<file path="src/rrs_regs.svh">
// Behaviour
// - no-relock trigger restarts without synthesizer relock; code still relocks when afc enable is set
// - relock trigger restarts with synthesizer relock
// - restart accepted only while mode settled; code gates only trigger restarts, not collision or auto rearm
// - rearm mode 00 means no auto restart
// - mode 01 waits fifo empty then delay
// - mode 10 adds extra relock delay
// - collision enable restarts on strength jump
// - strength rise compared with 8-bit threshold, 1 dB per lsb
// - every restart re-runs gain and frequency
// - sequencer only in fsk/ook modulation
// - start bit in low power records mode
// - stop bit forces sequencer off anytime
// - off via low power restores initial mode
// - idle holds chosen mode, waits first timer
// - transmit powers tx, receive powers rx
// - frame held keeps rx on with packet
// - low power choice passes straight through
// - any of three timeouts enters expiry state
// - two interval timers drive transitions
// - idle choice 0 standby, 1 sleep
// - low power bit 0 off, 1 idle
`ifndef RRS_REGS_SVH
`define RRS_REGS_SVH
`define RRS_OFF_RXCFG 32'h0000_0000
`define RRS_OFF_SYNCCFG 32'h0000_0004
`define RRS_OFF_SEQCFG 32'h0000_0008
`define RRS_OFF_STATUS 32'h0000_000C
`define RRS_OFF_TIMER1 32'h0000_0010
`define RRS_OFF_TIMER2 32'h0000_0014
// receiver config fields
`define RRS_RX_NO_RELOCK 0
`define RRS_RX_RELOCK 1
`define RRS_RX_AFC_EN 2
`define RRS_RX_COLL_EN 3
`define RRS_RX_THRESH_LSB 8
`define RRS_RX_THRESH_W 8
// sync config fields
`define RRS_SY_MODE_LSB 0
`define RRS_SY_DELAY_LSB 8
`define RRS_SY_DELAY_W 8
// sequencer config fields
`define RRS_SQ_START 0
`define RRS_SQ_STOP 1
`define RRS_SQ_IDLE 2
`define RRS_SQ_LOWPWR 3
`define RRS_SQ_FROM_IDLE 4
`define RRS_SQ_FROM_TX 5
`define RRS_SQ_FROM_TMO_LSB 6
`define RRS_SQ_FSKOOK 8
// reset values
`define RRS_RST_RXCFG 32'h0000_0A00
`define RRS_RST_SYNCCFG 32'h0000_0400
`define RRS_RST_SEQCFG 32'h0000_0100
// inter-packet wait unit and extra relock wait, in cycles
`define RRS_WAIT_UNIT 16'h0028
`define RRS_RELOCK_NS 32'd150000
`define RRS_CLK_NS 32'd25
`define RRS_RELOCK_CYC (((`RRS_RELOCK_NS) + (`RRS_CLK_NS) - 32'd1) / (`RRS_CLK_NS))
`endif

</file>
<file path="src/rrs_pkg.sv">
package rrs_pkg;
    typedef enum logic [2:0] {
        RRS_HALTED, RRS_IDLE, RRS_TRANSMIT, RRS_RECEIVE,
        RRS_FRAME_HELD, RRS_LOW_POWER_CHOICE, RRS_EXPIRY
    } rrs_seq_e;
    typedef enum logic [2:0] {
        RRS_M_SLEEP, RRS_M_STANDBY, RRS_M_FSTX, RRS_M_TX, RRS_M_FSRX, RRS_M_RX
    } rrs_mode_e;
    typedef enum logic [1:0] {RRS_AR_IDLE, RRS_AR_EMPTY, RRS_AR_WAIT} rrs_ar_e;
endpackage : rrs_pkg

</file>
<file path="src/rrs_sequencer.sv">
`timescale 1ns/1ps
`default_nettype none
`include "rrs_regs.svh"
module rrs_sequencer (
    input wire logic i_clock, // 40 MHz clock
    input wire logic i_rst, // sync reset, active high
    input wire logic [31:0] s_axi_awaddr, // write address
    input wire logic s_axi_awvalid, // write address valid
    output logic s_axi_awready, // write address ready
    input wire logic [31:0] s_axi_wdata, // write data
    input wire logic [3:0] s_axi_wstrb, // byte enables
    input wire logic s_axi_wvalid, // write data valid
    output logic s_axi_wready, // write data ready
    output logic [1:0] s_axi_bresp, // write response
    output logic s_axi_bvalid, // write response valid
    input wire logic s_axi_bready, // write response ready
    input wire logic [31:0] s_axi_araddr, // read address
    input wire logic s_axi_arvalid, // read address valid
    output logic s_axi_arready, // read address ready
    output logic [31:0] s_axi_rdata, // read data
    output logic [1:0] s_axi_rresp, // read response
    output logic s_axi_rvalid, // read data valid
    input wire logic s_axi_rready, // read data ready
    input wire logic i_mode_settled_flag, // chip mode is ready
    input wire logic i_payload_available_evt, // payload ready pulse
    input wire logic i_fifo_empty, // fifo drained by host
    input wire logic i_packet_sent_evt, // transmit done pulse
    input wire logic i_strength_wait_expiry, // rssi timeout pulse
    input wire logic i_preamble_wait_expiry, // preamble timeout pulse
    input wire logic i_syncword_wait_expiry, // sync timeout pulse
    input wire logic [7:0] i_rssi_db, // signal strength, 1 dB per lsb
    output logic o_restart_pulse, // re-run agc and afc
    output logic o_relock_pulse, // restart also relocks synthesizer
    output logic [2:0] o_chip_mode, // requested chip mode
    output logic o_tx_power, // transmitter on
    output logic o_rx_power // receiver on
);
    logic [31:0] rxcfg_reg, synccfg_reg, seqcfg_reg;
    logic [15:0] t1_reg, t2_reg;
    rrs_pkg::rrs_seq_e seq_reg;
    rrs_pkg::rrs_ar_e ar_reg;
    rrs_pkg::rrs_mode_e init_mode_reg;
    logic [31:0] ar_cnt_reg;
    logic [7:0] rssi_prev_reg;
    logic aw_hold_reg, w_hold_reg;
    logic [31:0] awaddr_reg, wdata_reg;
    logic [3:0] wstrb_reg;
    logic t1_fire, t2_fire, t1_start, t2_start, seq_stop;
    logic wr_do, rx_mode, coll_hit, any_expiry, manual_req, ar_done;
    logic [31:0] wmask;
    ////////////////////////////////////////////////////////////////////////
    // axi-lite write: address and data latched independently
    assign wr_do = aw_hold_reg && w_hold_reg && !s_axi_bvalid;
    always_comb begin
        for (int i = 0; i < 4; i++) begin
            wmask[i*8 +: 8] = {8{wstrb_reg[i]}};
        end
    end
    always_ff @(posedge i_clock) begin
        if (i_rst) begin
            aw_hold_reg <= 1'b0;
            w_hold_reg <= 1'b0;
            awaddr_reg <= 32'h0000_0000;
            wdata_reg <= 32'h0000_0000;
            wstrb_reg <= 4'h0;
            s_axi_bvalid <= 1'b0;
        end else begin
            if (s_axi_awvalid && s_axi_awready) begin
                aw_hold_reg <= 1'b1;
                awaddr_reg <= s_axi_awaddr;
            end else if (wr_do) begin
                aw_hold_reg <= 1'b0;
            end
            if (s_axi_wvalid && s_axi_wready) begin
                w_hold_reg <= 1'b1;
                wdata_reg <= s_axi_wdata;
                wstrb_reg <= s_axi_wstrb;
            end else if (wr_do) begin
                w_hold_reg <= 1'b0;
            end
            if (wr_do) begin
                s_axi_bvalid <= 1'b1;
            end else if (s_axi_bready) begin
                s_axi_bvalid <= 1'b0;
            end
        end
    end
    assign s_axi_awready = !aw_hold_reg;
    assign s_axi_wready = !w_hold_reg;
    assign s_axi_bresp = 2'b00;
    ////////////////////////////////////////////////////////////////////////
    // axi-lite read; unmapped addresses read zero with okay
    always_ff @(posedge i_clock) begin
        if (i_rst) begin
            s_axi_rvalid <= 1'b0;
            s_axi_rdata <= 32'h0000_0000;
        end else if (s_axi_arvalid && s_axi_arready) begin
            s_axi_rvalid <= 1'b1;
            if (s_axi_araddr == `RRS_OFF_RXCFG) begin
                s_axi_rdata <= rxcfg_reg;
            end else if (s_axi_araddr == `RRS_OFF_SYNCCFG) begin
                s_axi_rdata <= synccfg_reg;
            end else if (s_axi_araddr == `RRS_OFF_SEQCFG) begin
                s_axi_rdata <= seqcfg_reg;
            end else if (s_axi_araddr == `RRS_OFF_STATUS) begin
                s_axi_rdata <= {24'h000000, 1'b0, 1'(init_mode_reg == rrs_pkg::RRS_M_SLEEP),
                    ar_reg, 1'b0, seq_reg};
            end else if (s_axi_araddr == `RRS_OFF_TIMER1) begin
                s_axi_rdata <= {16'h0000, t1_reg};
            end else if (s_axi_araddr == `RRS_OFF_TIMER2) begin
                s_axi_rdata <= {16'h0000, t2_reg};
            end else begin
                s_axi_rdata <= 32'h0000_0000;
            end
        end else if (s_axi_rready) begin
            s_axi_rvalid <= 1'b0;
        end
    end
    assign s_axi_arready = !s_axi_rvalid;
    assign s_axi_rresp = 2'b00;
    ////////////////////////////////////////////////////////////////////////
    // configuration registers; trigger bits self-clear the cycle after they are written
    always_ff @(posedge i_clock) begin
        if (i_rst) begin
            rxcfg_reg <= `RRS_RST_RXCFG;
            synccfg_reg <= `RRS_RST_SYNCCFG;
            seqcfg_reg <= `RRS_RST_SEQCFG;
            t1_reg <= 16'h0000;
            t2_reg <= 16'h0000;
        end else begin
            if (wr_do && awaddr_reg == `RRS_OFF_RXCFG) begin
                rxcfg_reg <= (rxcfg_reg & ~wmask) | (wdata_reg & wmask);
            end else if (rxcfg_reg[`RRS_RX_NO_RELOCK] || rxcfg_reg[`RRS_RX_RELOCK]) begin
                rxcfg_reg[`RRS_RX_NO_RELOCK] <= 1'b0;
                rxcfg_reg[`RRS_RX_RELOCK] <= 1'b0;
            end
            if (wr_do && awaddr_reg == `RRS_OFF_SYNCCFG) begin
                synccfg_reg <= (synccfg_reg & ~wmask) | (wdata_reg & wmask);
            end
            if (wr_do && awaddr_reg == `RRS_OFF_SEQCFG) begin
                seqcfg_reg <= (seqcfg_reg & ~wmask) | (wdata_reg & wmask);
            end else begin
                seqcfg_reg[`RRS_SQ_START] <= 1'b0;
                seqcfg_reg[`RRS_SQ_STOP] <= 1'b0;
            end
            if (wr_do && awaddr_reg == `RRS_OFF_TIMER1) begin
                t1_reg <= wdata_reg[15:0];
            end
            if (wr_do && awaddr_reg == `RRS_OFF_TIMER2) begin
                t2_reg <= wdata_reg[15:0];
            end
        end
    end
    ////////////////////////////////////////////////////////////////////////
    // receiver restart sources
    assign rx_mode = (seq_reg == rrs_pkg::RRS_RECEIVE) || (seq_reg == rrs_pkg::RRS_FRAME_HELD);
    // a trigger met while the mode is unsettled is dropped, so a stale one never fires late
    assign manual_req = (rxcfg_reg[`RRS_RX_NO_RELOCK] || rxcfg_reg[`RRS_RX_RELOCK])
        && i_mode_settled_flag;
    assign coll_hit = rxcfg_reg[`RRS_RX_COLL_EN] && rx_mode
        && (i_rssi_db > rssi_prev_reg)
        && ((i_rssi_db - rssi_prev_reg) >= rxcfg_reg[`RRS_RX_THRESH_LSB +: 8]);
    assign ar_done = (ar_reg == rrs_pkg::RRS_AR_WAIT) && (ar_cnt_reg == 32'h0000_0000);
    always_ff @(posedge i_clock) begin
        if (i_rst) begin
            rssi_prev_reg <= 8'h00;
        end else begin
            rssi_prev_reg <= i_rssi_db;
        end
    end
    // automatic rearm after payload: empty fifo, inter-packet wait, optional relock wait
    always_ff @(posedge i_clock) begin
        if (i_rst) begin
            ar_reg <= rrs_pkg::RRS_AR_IDLE;
            ar_cnt_reg <= 32'h0000_0000;
        end else begin
            case (ar_reg)
                rrs_pkg::RRS_AR_IDLE: begin
                    if (i_payload_available_evt && synccfg_reg[1:0] != 2'b00) begin
                        ar_reg <= rrs_pkg::RRS_AR_EMPTY;
                    end
                end
                rrs_pkg::RRS_AR_EMPTY: begin
                    if (i_fifo_empty) begin
                        ar_reg <= rrs_pkg::RRS_AR_WAIT;
                        ar_cnt_reg <= 32'(synccfg_reg[`RRS_SY_DELAY_LSB +: 8])
                            * 32'(`RRS_WAIT_UNIT)
                            + ((synccfg_reg[1:0] == 2'b10) ? `RRS_RELOCK_CYC : 32'd0);
                    end
                end
                rrs_pkg::RRS_AR_WAIT: begin
                    if (ar_cnt_reg == 32'h0000_0000) begin
                        ar_reg <= rrs_pkg::RRS_AR_IDLE;
                    end else begin
                        ar_cnt_reg <= ar_cnt_reg - 32'd1;
                    end
                end
                default: ar_reg <= rrs_pkg::RRS_AR_IDLE;
            endcase
        end
    end
    // every restart re-runs agc/afc; relock trigger, afc, or mode 10
    always_ff @(posedge i_clock) begin
        if (i_rst) begin
            o_restart_pulse <= 1'b0;
            o_relock_pulse <= 1'b0;
        end else begin
            o_restart_pulse <= manual_req || coll_hit || ar_done;
            o_relock_pulse <= (manual_req && rxcfg_reg[`RRS_RX_RELOCK])
                || (ar_done && synccfg_reg[1:0] == 2'b10)
                || ((manual_req || coll_hit || ar_done) && rxcfg_reg[`RRS_RX_AFC_EN]);
        end
    end
    ////////////////////////////////////////////////////////////////////////
    // top level sequencer
    assign any_expiry = i_strength_wait_expiry || i_preamble_wait_expiry
        || i_syncword_wait_expiry;
    assign seq_stop = seqcfg_reg[`RRS_SQ_STOP] || !seqcfg_reg[`RRS_SQ_FSKOOK];
    assign t1_start = (seq_reg == rrs_pkg::RRS_LOW_POWER_CHOICE) && seqcfg_reg[`RRS_SQ_LOWPWR];
    assign t2_start = (seq_reg != rrs_pkg::RRS_RECEIVE) && (seq_reg != rrs_pkg::RRS_FRAME_HELD);
    rrs_interval_timer u_first_interval_timer (
        .i_clock(i_clock),
        .i_rst(i_rst),
        .i_start(t1_start),
        .i_stop(seq_stop),
        .i_count(t1_reg),
        .o_fire(t1_fire)
    );
    rrs_interval_timer u_second_interval_timer (
        .i_clock(i_clock),
        .i_rst(i_rst),
        .i_start(t2_start),
        .i_stop(seq_stop),
        .i_count(t2_reg),
        .o_fire(t2_fire)
    );
    // start only from halted; mode at start is remembered as initial
    always_ff @(posedge i_clock) begin
        if (i_rst) begin
            seq_reg <= rrs_pkg::RRS_HALTED;
            init_mode_reg <= rrs_pkg::RRS_M_STANDBY;
        end else if (seq_stop) begin
            seq_reg <= rrs_pkg::RRS_HALTED;
        end else begin
            case (seq_reg)
                rrs_pkg::RRS_HALTED: begin
                    if (seqcfg_reg[`RRS_SQ_START]) begin
                        init_mode_reg <= (o_chip_mode == 3'(rrs_pkg::RRS_M_SLEEP))
                            ? rrs_pkg::RRS_M_SLEEP : rrs_pkg::RRS_M_STANDBY;
                        seq_reg <= rrs_pkg::RRS_LOW_POWER_CHOICE;
                    end
                end
                rrs_pkg::RRS_LOW_POWER_CHOICE: begin
                    seq_reg <= seqcfg_reg[`RRS_SQ_LOWPWR] ? rrs_pkg::RRS_IDLE
                        : rrs_pkg::RRS_HALTED;
                end
                rrs_pkg::RRS_IDLE: begin
                    if (t1_fire) begin
                        seq_reg <= seqcfg_reg[`RRS_SQ_FROM_IDLE] ? rrs_pkg::RRS_RECEIVE
                            : rrs_pkg::RRS_TRANSMIT;
                    end
                end
                rrs_pkg::RRS_TRANSMIT: begin
                    if (i_packet_sent_evt) begin
                        seq_reg <= seqcfg_reg[`RRS_SQ_FROM_TX] ? rrs_pkg::RRS_RECEIVE
                            : rrs_pkg::RRS_LOW_POWER_CHOICE;
                    end
                end
                rrs_pkg::RRS_RECEIVE: begin
                    if (t2_fire) begin
                        seq_reg <= rrs_pkg::RRS_LOW_POWER_CHOICE;
                    end else if (any_expiry) begin
                        seq_reg <= rrs_pkg::RRS_EXPIRY;
                    end else if (i_payload_available_evt) begin
                        seq_reg <= rrs_pkg::RRS_FRAME_HELD;
                    end
                end
                rrs_pkg::RRS_FRAME_HELD: begin
                    if (t2_fire || i_fifo_empty) begin
                        seq_reg <= rrs_pkg::RRS_LOW_POWER_CHOICE;
                    end
                end
                rrs_pkg::RRS_EXPIRY: begin
                    case (seqcfg_reg[`RRS_SQ_FROM_TMO_LSB +: 2])
                        2'b00: seq_reg <= rrs_pkg::RRS_RECEIVE;
                        2'b01: seq_reg <= rrs_pkg::RRS_TRANSMIT;
                        2'b10: seq_reg <= rrs_pkg::RRS_LOW_POWER_CHOICE;
                        default: seq_reg <= rrs_pkg::RRS_HALTED;
                    endcase
                end
                default: seq_reg <= rrs_pkg::RRS_HALTED;
            endcase
        end
    end
    // chip mode and power follow the sequencer state
    always_ff @(posedge i_clock) begin
        if (i_rst) begin
            o_chip_mode <= 3'(rrs_pkg::RRS_M_STANDBY);
            o_tx_power <= 1'b0;
            o_rx_power <= 1'b0;
        end else begin
            case (seq_reg)
                rrs_pkg::RRS_HALTED: begin
                    o_chip_mode <= seqcfg_reg[`RRS_SQ_START] ? o_chip_mode
                        : 3'(init_mode_reg);
                    o_tx_power <= 1'b0;
                    o_rx_power <= 1'b0;
                end
                rrs_pkg::RRS_IDLE: begin
                    o_chip_mode <= seqcfg_reg[`RRS_SQ_IDLE] ? 3'(rrs_pkg::RRS_M_SLEEP)
                        : 3'(rrs_pkg::RRS_M_STANDBY);
                    o_tx_power <= 1'b0;
                    o_rx_power <= 1'b0;
                end
                rrs_pkg::RRS_TRANSMIT: begin
                    o_chip_mode <= 3'(rrs_pkg::RRS_M_TX);
                    o_tx_power <= 1'b1;
                    o_rx_power <= 1'b0;
                end
                rrs_pkg::RRS_RECEIVE, rrs_pkg::RRS_FRAME_HELD, rrs_pkg::RRS_EXPIRY: begin
                    o_chip_mode <= 3'(rrs_pkg::RRS_M_RX);
                    o_tx_power <= 1'b0;
                    o_rx_power <= 1'b1;
                end
                default: begin
                    o_chip_mode <= o_chip_mode;
                    o_tx_power <= 1'b0;
                    o_rx_power <= 1'b0;
                end
            endcase
        end
    end
    ////////////////////////////////////////////////////////////////////////
    // checks
    restart_settled_a: assert property (@(posedge i_clock) disable iff (i_rst)
        (!i_mode_settled_flag && !coll_hit && !ar_done) |=> !o_restart_pulse)
        else $error("restart without mode settled");
    restart_pulse_a: assert property (@(posedge i_clock) disable iff (i_rst)
        manual_req |=> o_restart_pulse) else $error("manual restart lost");
    relock_pulse_a: assert property (@(posedge i_clock) disable iff (i_rst)
        (manual_req && rxcfg_reg[`RRS_RX_RELOCK]) |=> o_relock_pulse)
        else $error("relock missing");
    rearm_off_a: assert property (@(posedge i_clock) disable iff (i_rst)
        (synccfg_reg[1:0] == 2'b00 && ar_reg == rrs_pkg::RRS_AR_IDLE)
        |=> ar_reg == rrs_pkg::RRS_AR_IDLE) else $error("auto rearm while off");
    stop_halts_a: assert property (@(posedge i_clock) disable iff (i_rst)
        seqcfg_reg[`RRS_SQ_STOP] |=> seq_reg == rrs_pkg::RRS_HALTED)
        else $error("stop ignored");
    lowpwr_pass_a: assert property (@(posedge i_clock) disable iff (i_rst)
        (seq_reg == rrs_pkg::RRS_LOW_POWER_CHOICE && !seq_stop)
        |=> seq_reg == (seqcfg_reg[`RRS_SQ_LOWPWR] ? rrs_pkg::RRS_IDLE : rrs_pkg::RRS_HALTED))
        else $error("low power choice stuck");
    idle_wait_a: assert property (@(posedge i_clock) disable iff (i_rst)
        (seq_reg == rrs_pkg::RRS_IDLE && !t1_fire && !seq_stop) |=> seq_reg == rrs_pkg::RRS_IDLE)
        else $error("idle left without timer");
    tx_power_a: assert property (@(posedge i_clock) disable iff (i_rst)
        seq_reg == rrs_pkg::RRS_TRANSMIT |=> o_tx_power) else $error("tx not powered");
    expiry_a: assert property (@(posedge i_clock) disable iff (i_rst)
        (seq_reg == rrs_pkg::RRS_RECEIVE && any_expiry && !t2_fire && !seq_stop)
        |=> seq_reg == rrs_pkg::RRS_EXPIRY) else $error("timeout missed");
    trigger_clear_a: assert property (@(posedge i_clock) disable iff (i_rst)
        (manual_req && !wr_do) |=> !rxcfg_reg[`RRS_RX_NO_RELOCK]) else $error("trigger stuck");
    cov_manual_c: cover property (@(posedge i_clock) manual_req);
    cov_auto_c: cover property (@(posedge i_clock) ar_done);
    cov_coll_c: cover property (@(posedge i_clock) coll_hit);
    cov_idle_rx_c: cover property (@(posedge i_clock)
        seq_reg == rrs_pkg::RRS_IDLE ##1 seq_reg == rrs_pkg::RRS_RECEIVE);
endmodule : rrs_sequencer
`default_nettype wire

</file>
<file path="src/rrs_interval_timer.sv">
`timescale 1ns/1ps
`default_nettype none
// one-shot interval counter; fires a single pulse after the loaded count
module rrs_interval_timer (
    input wire logic i_clock, // clock
    input wire logic i_rst, // sync reset
    input wire logic i_start, // load and run
    input wire logic i_stop, // abandon count
    input wire logic [15:0] i_count, // cycles to wait
    output logic o_fire // one-cycle expiry
);
    logic [15:0] count_reg;
    logic run_reg;

    // count down; a zero load still fires after one cycle
    always_ff @(posedge i_clock) begin
        if (i_rst || i_stop) begin
            count_reg <= 16'h0000;
            run_reg <= 1'b0;
            o_fire <= 1'b0;
        end else if (i_start) begin
            count_reg <= i_count;
            run_reg <= 1'b1;
            o_fire <= 1'b0;
        end else if (run_reg && count_reg == 16'h0000) begin
            run_reg <= 1'b0;
            o_fire <= 1'b1;
        end else begin
            count_reg <= run_reg ? count_reg - 16'h0001 : count_reg;
            o_fire <= 1'b0;
        end
    end
endmodule : rrs_interval_timer
`default_nettype wire

</file>
<file path="config.mk">
export PLATFORM = sky130hd
export DESIGN_NAME = rrs_sequencer
export DESIGN_NICKNAME = d
export VERILOG_FILES = /design/src/rrs_pkg.sv /design/src/rrs_sequencer.sv /design/src/rrs_interval_timer.sv
export VERILOG_INCLUDE_DIRS = /design/src /design/src/src
export SDC_FILE = /design/constraint.sdc
export NUM_CORES = 1
export LEC_CHECK = 0
export ABC_AREA = 1
export BUFFER_PORTS_ARGS = -buffer_cell sky130_fd_sc_hd__buf_4
export CORE_MARGIN = 1.5
export CORE_UTILIZATION = 45
export DETAILED_ROUTE_END_ITERATION = 10
export HOLD_SLACK_MARGIN = 0.05
export PLACE_DENSITY_LB_ADDON = 0.15
export SLEW_MARGIN = 5
export SYNTH_ARGS = -nofsm -noshare
export SYNTH_HDL_FRONTEND = slang
export SYNTH_HIERARCHICAL = 1
export SYNTH_SLANG_ARGS = --single-unit
</file>
<file path="constraint.sdc">
create_clock -name i_clock -period 6.8 [get_ports i_clock]
set_clock_uncertainty 0.05 [all_clocks]
set_input_delay 1.36 -clock i_clock [delete_from_list [all_inputs] [get_ports i_clock]]
set_output_delay 1.36 -clock i_clock [all_outputs]
set_load 0.005 [all_outputs]
</file>
==> results.md <==
Run status:
- The flow ran to the end, and the final reports show no timing, DRC or antenna violations.

Critical path:
- The start point of the critical path is s_axi_araddr[17].
- The kind of start point of the critical path is an input pin.
- STA puts the critical path data required time at 7.22 ns.
- Along the worst path, the maximum fanout reaches 42.
- The peak per-stage delay on the critical path is 0.81 ns.
- The worst setup path is of the input pin to flop kind.
- The critical path goes through buf_4 -> nor2_1 -> and2_1 -> nand2_1 -> nor2_4 -> buf_4 -> inv_2 -> nor2_4 -> nand2_1 -> o21ai_1 -> o21ai_1 -> a21oi_1.
- The element type at the critical path end is a flop.
- The critical path contains buffers and inverters numbering 3 combined.
- The setup slack on the worst flop-to-flop path is 3.66 ns.
- The slowest cell on the critical path is sky130_fd_sc_hd__nor2_4.
- Among cell families on the critical path, the largest total delay comes from simple AND/OR/NAND/NOR gates.
- The arrival time at the worst endpoint is 4.00 ns.

Final layout:
- In the final layout, flip-flops and latches occupy 6430 sq um.
- The fraction of layout instances using a drive strength above 1 is 12.4%.
- For this run, the post-layout net count is 2,620.
- The repair_antennas step left the layout with diodes totalling 0.
- The growth of design area from synthesis to finish is 16.5%.
- The total area of multi-input combinational cells is 8220 sq um.
- The number of fill cells is 3,576.

Placed design:
- The final weighted congestion in routability-driven placement is 0.884.
- OpenSTA, run right after detailed placement, puts the worst setup slack at 2.68 ns.
- The final HPWL from detailed placement is 32.6 mm.
- Buffers placed on the I/O ports in this run total 165.

Clock tree:
- The clock reaches the later pin of the worst-skew pair after 0.55 ns.
- The number of gates resized after CTS was 0.
- Buffers inserted to repair hold after CTS numbered 0.
- The total number of clock tree sinks is 321.
- The number of CTS-inserted buffers is 38.
- The cell at the root of the clock tree is sky130_fd_sc_hd__clkbuf_16.
- The number of setup buffers added after CTS is 0.
- CTS built an H-tree with a depth of 2.
- TritonCTS built the clock tree.
- The clock passes through at most 3 buffers.
- The clock-pin slew on the worst setup and hold paths is 0.06 ns.

STA:
- For the finished layout, the period the worst path requires is 3.58 ns.
- Across all setup checks in the final design, the least slack found is 3.22 ns.
- The post-route fraction of the period consumed by the critical path is 52.7%.
- The setup-violating endpoint count in the final report is 0.
- Timing would allow up to 279 MHz.
- The total negative slack is 0 ns.
- The final-report max-slew violation count is 0.
- The worst slew margin relative to its limit is between 20 and 30%.
- For the pin with the worst max-slew slack, the measured transition is 1.06 ns.
- The worst hold slack is 0.394 ns.
- The final hold violation count was 0.
- Setup repair after global routing left no endpoint under its margin.

Global route:
- Global routing used 24.9% of the available tracks.
- The global routing met3 resource utilization is 3.18%.
- The met1 usage is 34.0%.
- Entering global routing, the biggest net connects 90 pins.
- The number of global-route vias before repair is roughly 14,000.
- The wire length of the first global-routing pass is ~73 mm.
- For this run the aggregate overflow at the end of global routing stands at 0.
- In the global route stage, met2 resource usage came out at about two fifths.
- The number of antenna violations at the first check in global routing is 0.
- The layer with the highest usage is met2.

Power:
- The leakage dissipation is just over 8 nW.
- The total chip power is 4.96 mW.
- In this run the power density over the cells is 263 nW/um^2.
- The worst voltage drop across the vdd grid is 233 uV.

Synthesis:
- After synthesis, the share of flip-flops with an asynchronous set or reset is 0%.
- Summing the areas of all xor and xnor instances in the mapped netlist gives 2.00% of the synthesized area.
- The synthesized netlist contains 58 unique library cells.
- The number of storage elements in the synthesis netlist is 321.
- The portion of synthesized area spent on multiplexers is 0.0618%.
- The part of the Yosys area used for sequential elements is 39.7%.
- The count of flip-flops with a built-in enable after synthesis is 0.
- Summing the areas of all fa, ha and maj instances in the mapped netlist gives 3.31% of the synthesized area.
- The main flop type after synthesis is sky130_fd_sc_hd__dfxtp_1.
- Averaged over all synthesized cells, the footprint is 6.91 sq um.
- The number of synthesis warnings is 6.
- The area share of and/or/nand/nor cells after synthesis is 28.5%.
- The fraction of the mapped netlist area in compound gates is 16.8%.
- The mapped netlist covers about 16,000 sq um.
- By area, the combinational part of the netlist is dominated by simple AND/OR/NAND/NOR gates.
- The synthesized netlist cell count is 2,343.

Floorplanning:
- The floorplan row count is about 70.
- The full die area is about 37,000 sq um.
- 170 I/O pins were placed.
- Measured along the y axis, the die boundary spans 193 um.
- The starting density of the core is 45.6%.
- The die width is 193 um.
- The area of the core is ~35,000 sq um.

Worst hold path:
- The path class of the lowest-slack min-delay path is flop to flop.

Route:
- The routed wirelength normalized by instance count is 15.8 um.
- The total number of vias is 15,400.
- The length of the first detailed-routing pass in iterations is 6.
- The detailed-route DRC error count is 0.
- The final routed wirelength across all metal layers is 46.4 mm.
- The via count normalized by instance count is about 5.2.
- In this run the remaining antenna-violating nets after routing total 0.
- The number of DRC violations after detailed-routing iteration 0 is 1,127.

Job:
- The tool flagged a number of max-cap violations equal to 0.
-- area by class of cell --
type / instances / area share (%)
clock buffers: 59 / 6.10
inverters: 260 / 5.19
repair buffers: 178 / 7.09
clock inverters: 10 / 0.909
multi-input cells: 1658 / 43.6
flip-flops and latches: 321 / 34.1
well taps: 461 / 3.06
-- worst paths after layout --
path | depth (start not counted) | to
worst max register to register | 17 | ar_cnt_reg[13]$_SDFFE_PP0P_
worst max-delay path | 12 | s_axi_rdata[28]$_SDFFE_PP0P_
worst min-delay path | 2 | flop
worst min register to register | 2 | flop
-- logic make-up after synthesis --
family,count (synthesis)
xor+xnor,37
flops,321
fa+ha+maj,41
compound gates,520
simple gates,1055
mux,1
buf+inv,367
other cells,1
-- Yosys cell counts (5+ instances only) --
library cell | n | area share, %
sky130_fd_sc_hd__nor2_4 | 6 | 0.42
sky130_fd_sc_hd__nor2_1 | 408 | 9.5
sky130_fd_sc_hd__ha_1 | 38 | 2.9
sky130_fd_sc_hd__dfxtp_1 | 321 | 40
sky130_fd_sc_hd__buf_2 | 24 | 0.74
sky130_fd_sc_hd__or2_2 | 5 | 0.19
sky130_fd_sc_hd__o211ai_1 | 6 | 0.28
sky130_fd_sc_hd__o21ai_0 | 214 | 6.6
sky130_fd_sc_hd__nand3_1 | 125 | 3.9
sky130_fd_sc_hd__xor2_1 | 20 | 1.1
sky130_fd_sc_hd__nor2_2 | 18 | 0.70
sky130_fd_sc_hd__o21ai_1 | 55 | 1.7
sky130_fd_sc_hd__clkbuf_1 | 56 | 1.3
sky130_fd_sc_hd__nand2_1 | 381 | 8.8
sky130_fd_sc_hd__a211oi_1 | 12 | 0.56
sky130_fd_sc_hd__inv_2 | 6 | 0.14
sky130_fd_sc_hd__a21oi_1 | 212 | 6.6
sky130_fd_sc_hd__nand4_1 | 34 | 1.3
sky130_fd_sc_hd__nand3_4 | 7 | 0.76
sky130_fd_sc_hd__inv_1 | 251 | 5.8
sky130_fd_sc_hd__xnor2_1 | 17 | 0.92
sky130_fd_sc_hd__buf_6 | 13 | 0.90
sky130_fd_sc_hd__nor3_1 | 33 | 1.0
sky130_fd_sc_hd__nand2_2 | 10 | 0.39
sky130_fd_sc_hd__buf_4 | 8 | 0.37
sky130_fd_sc_hd__nor4_1 | 7 | 0.27
-- cell usage in the layout, fill, tap and decap left out, types with 5 or more instances in the layout --
cell	instances
sky130_fd_sc_hd__xnor2_1	17
sky130_fd_sc_hd__inv_1	250
sky130_fd_sc_hd__clkbuf_1	10
sky130_fd_sc_hd__nor2_2	19
sky130_fd_sc_hd__nand4_1	34
sky130_fd_sc_hd__clkbuf_16	39
sky130_fd_sc_hd__nand2_2	10
sky130_fd_sc_hd__dfxtp_1	321
sky130_fd_sc_hd__o21ai_0	214
sky130_fd_sc_hd__nor4_1	7
sky130_fd_sc_hd__nor3_1	33
sky130_fd_sc_hd__nor2_4	6
sky130_fd_sc_hd__clkbuf_8	10
sky130_fd_sc_hd__o211ai_1	6
sky130_fd_sc_hd__xor2_1	20
sky130_fd_sc_hd__ha_1	38
sky130_fd_sc_hd__inv_2	6
sky130_fd_sc_hd__nand3_1	125
sky130_fd_sc_hd__o21ai_1	55
sky130_fd_sc_hd__buf_4	178
sky130_fd_sc_hd__nor2_1	407
sky130_fd_sc_hd__a211oi_1	12
sky130_fd_sc_hd__or2_2	5
sky130_fd_sc_hd__nand3_4	7
sky130_fd_sc_hd__a21oi_1	212
sky130_fd_sc_hd__nand2_1	381
-- power breakdown --
part	leakage (nW)	switching [mW]	total, mW	internal (mW)
logic	5.02	0.495	0.781	0.286
clock network	0.647	0.821	2.14	1.32
registers	2.61	0.0759	2.03	1.96
total	8.27	1.39	4.96	3.56
-- worst register-to-register path, delay by kind of cell (launching register included) --
family / cells / cell delay, ns
AO/OA/AOI/OAI: 1 / 0.30
adder cells (fa/ha/maj): 4 / 1.15
XOR/XNOR: 1 / 0.16
AND/OR/NAND/NOR: 8 / 0.68
buffers and inverters: 3 / 0.19
flip-flops: 1 / 0.49
-- per-layer routing --
layer,wire length (um),vias up
li1,-,7849
met1,21500,7088
met2,21100,410
met3,2570,71
met4,1240,0
met5,0,-
-- through the flow --
step	cell area, sq um	util [%]	std cells
after detailed placement	17500	49.4	2878
after global placement	17500	49.4	2878
after floorplan	16200	-	2346
final	18900	53.2	2947
after global routing	18900	53.2	2947
after CTS	18900	53.2	2947
No activity file was read; power rests on OpenSTA's default activity.
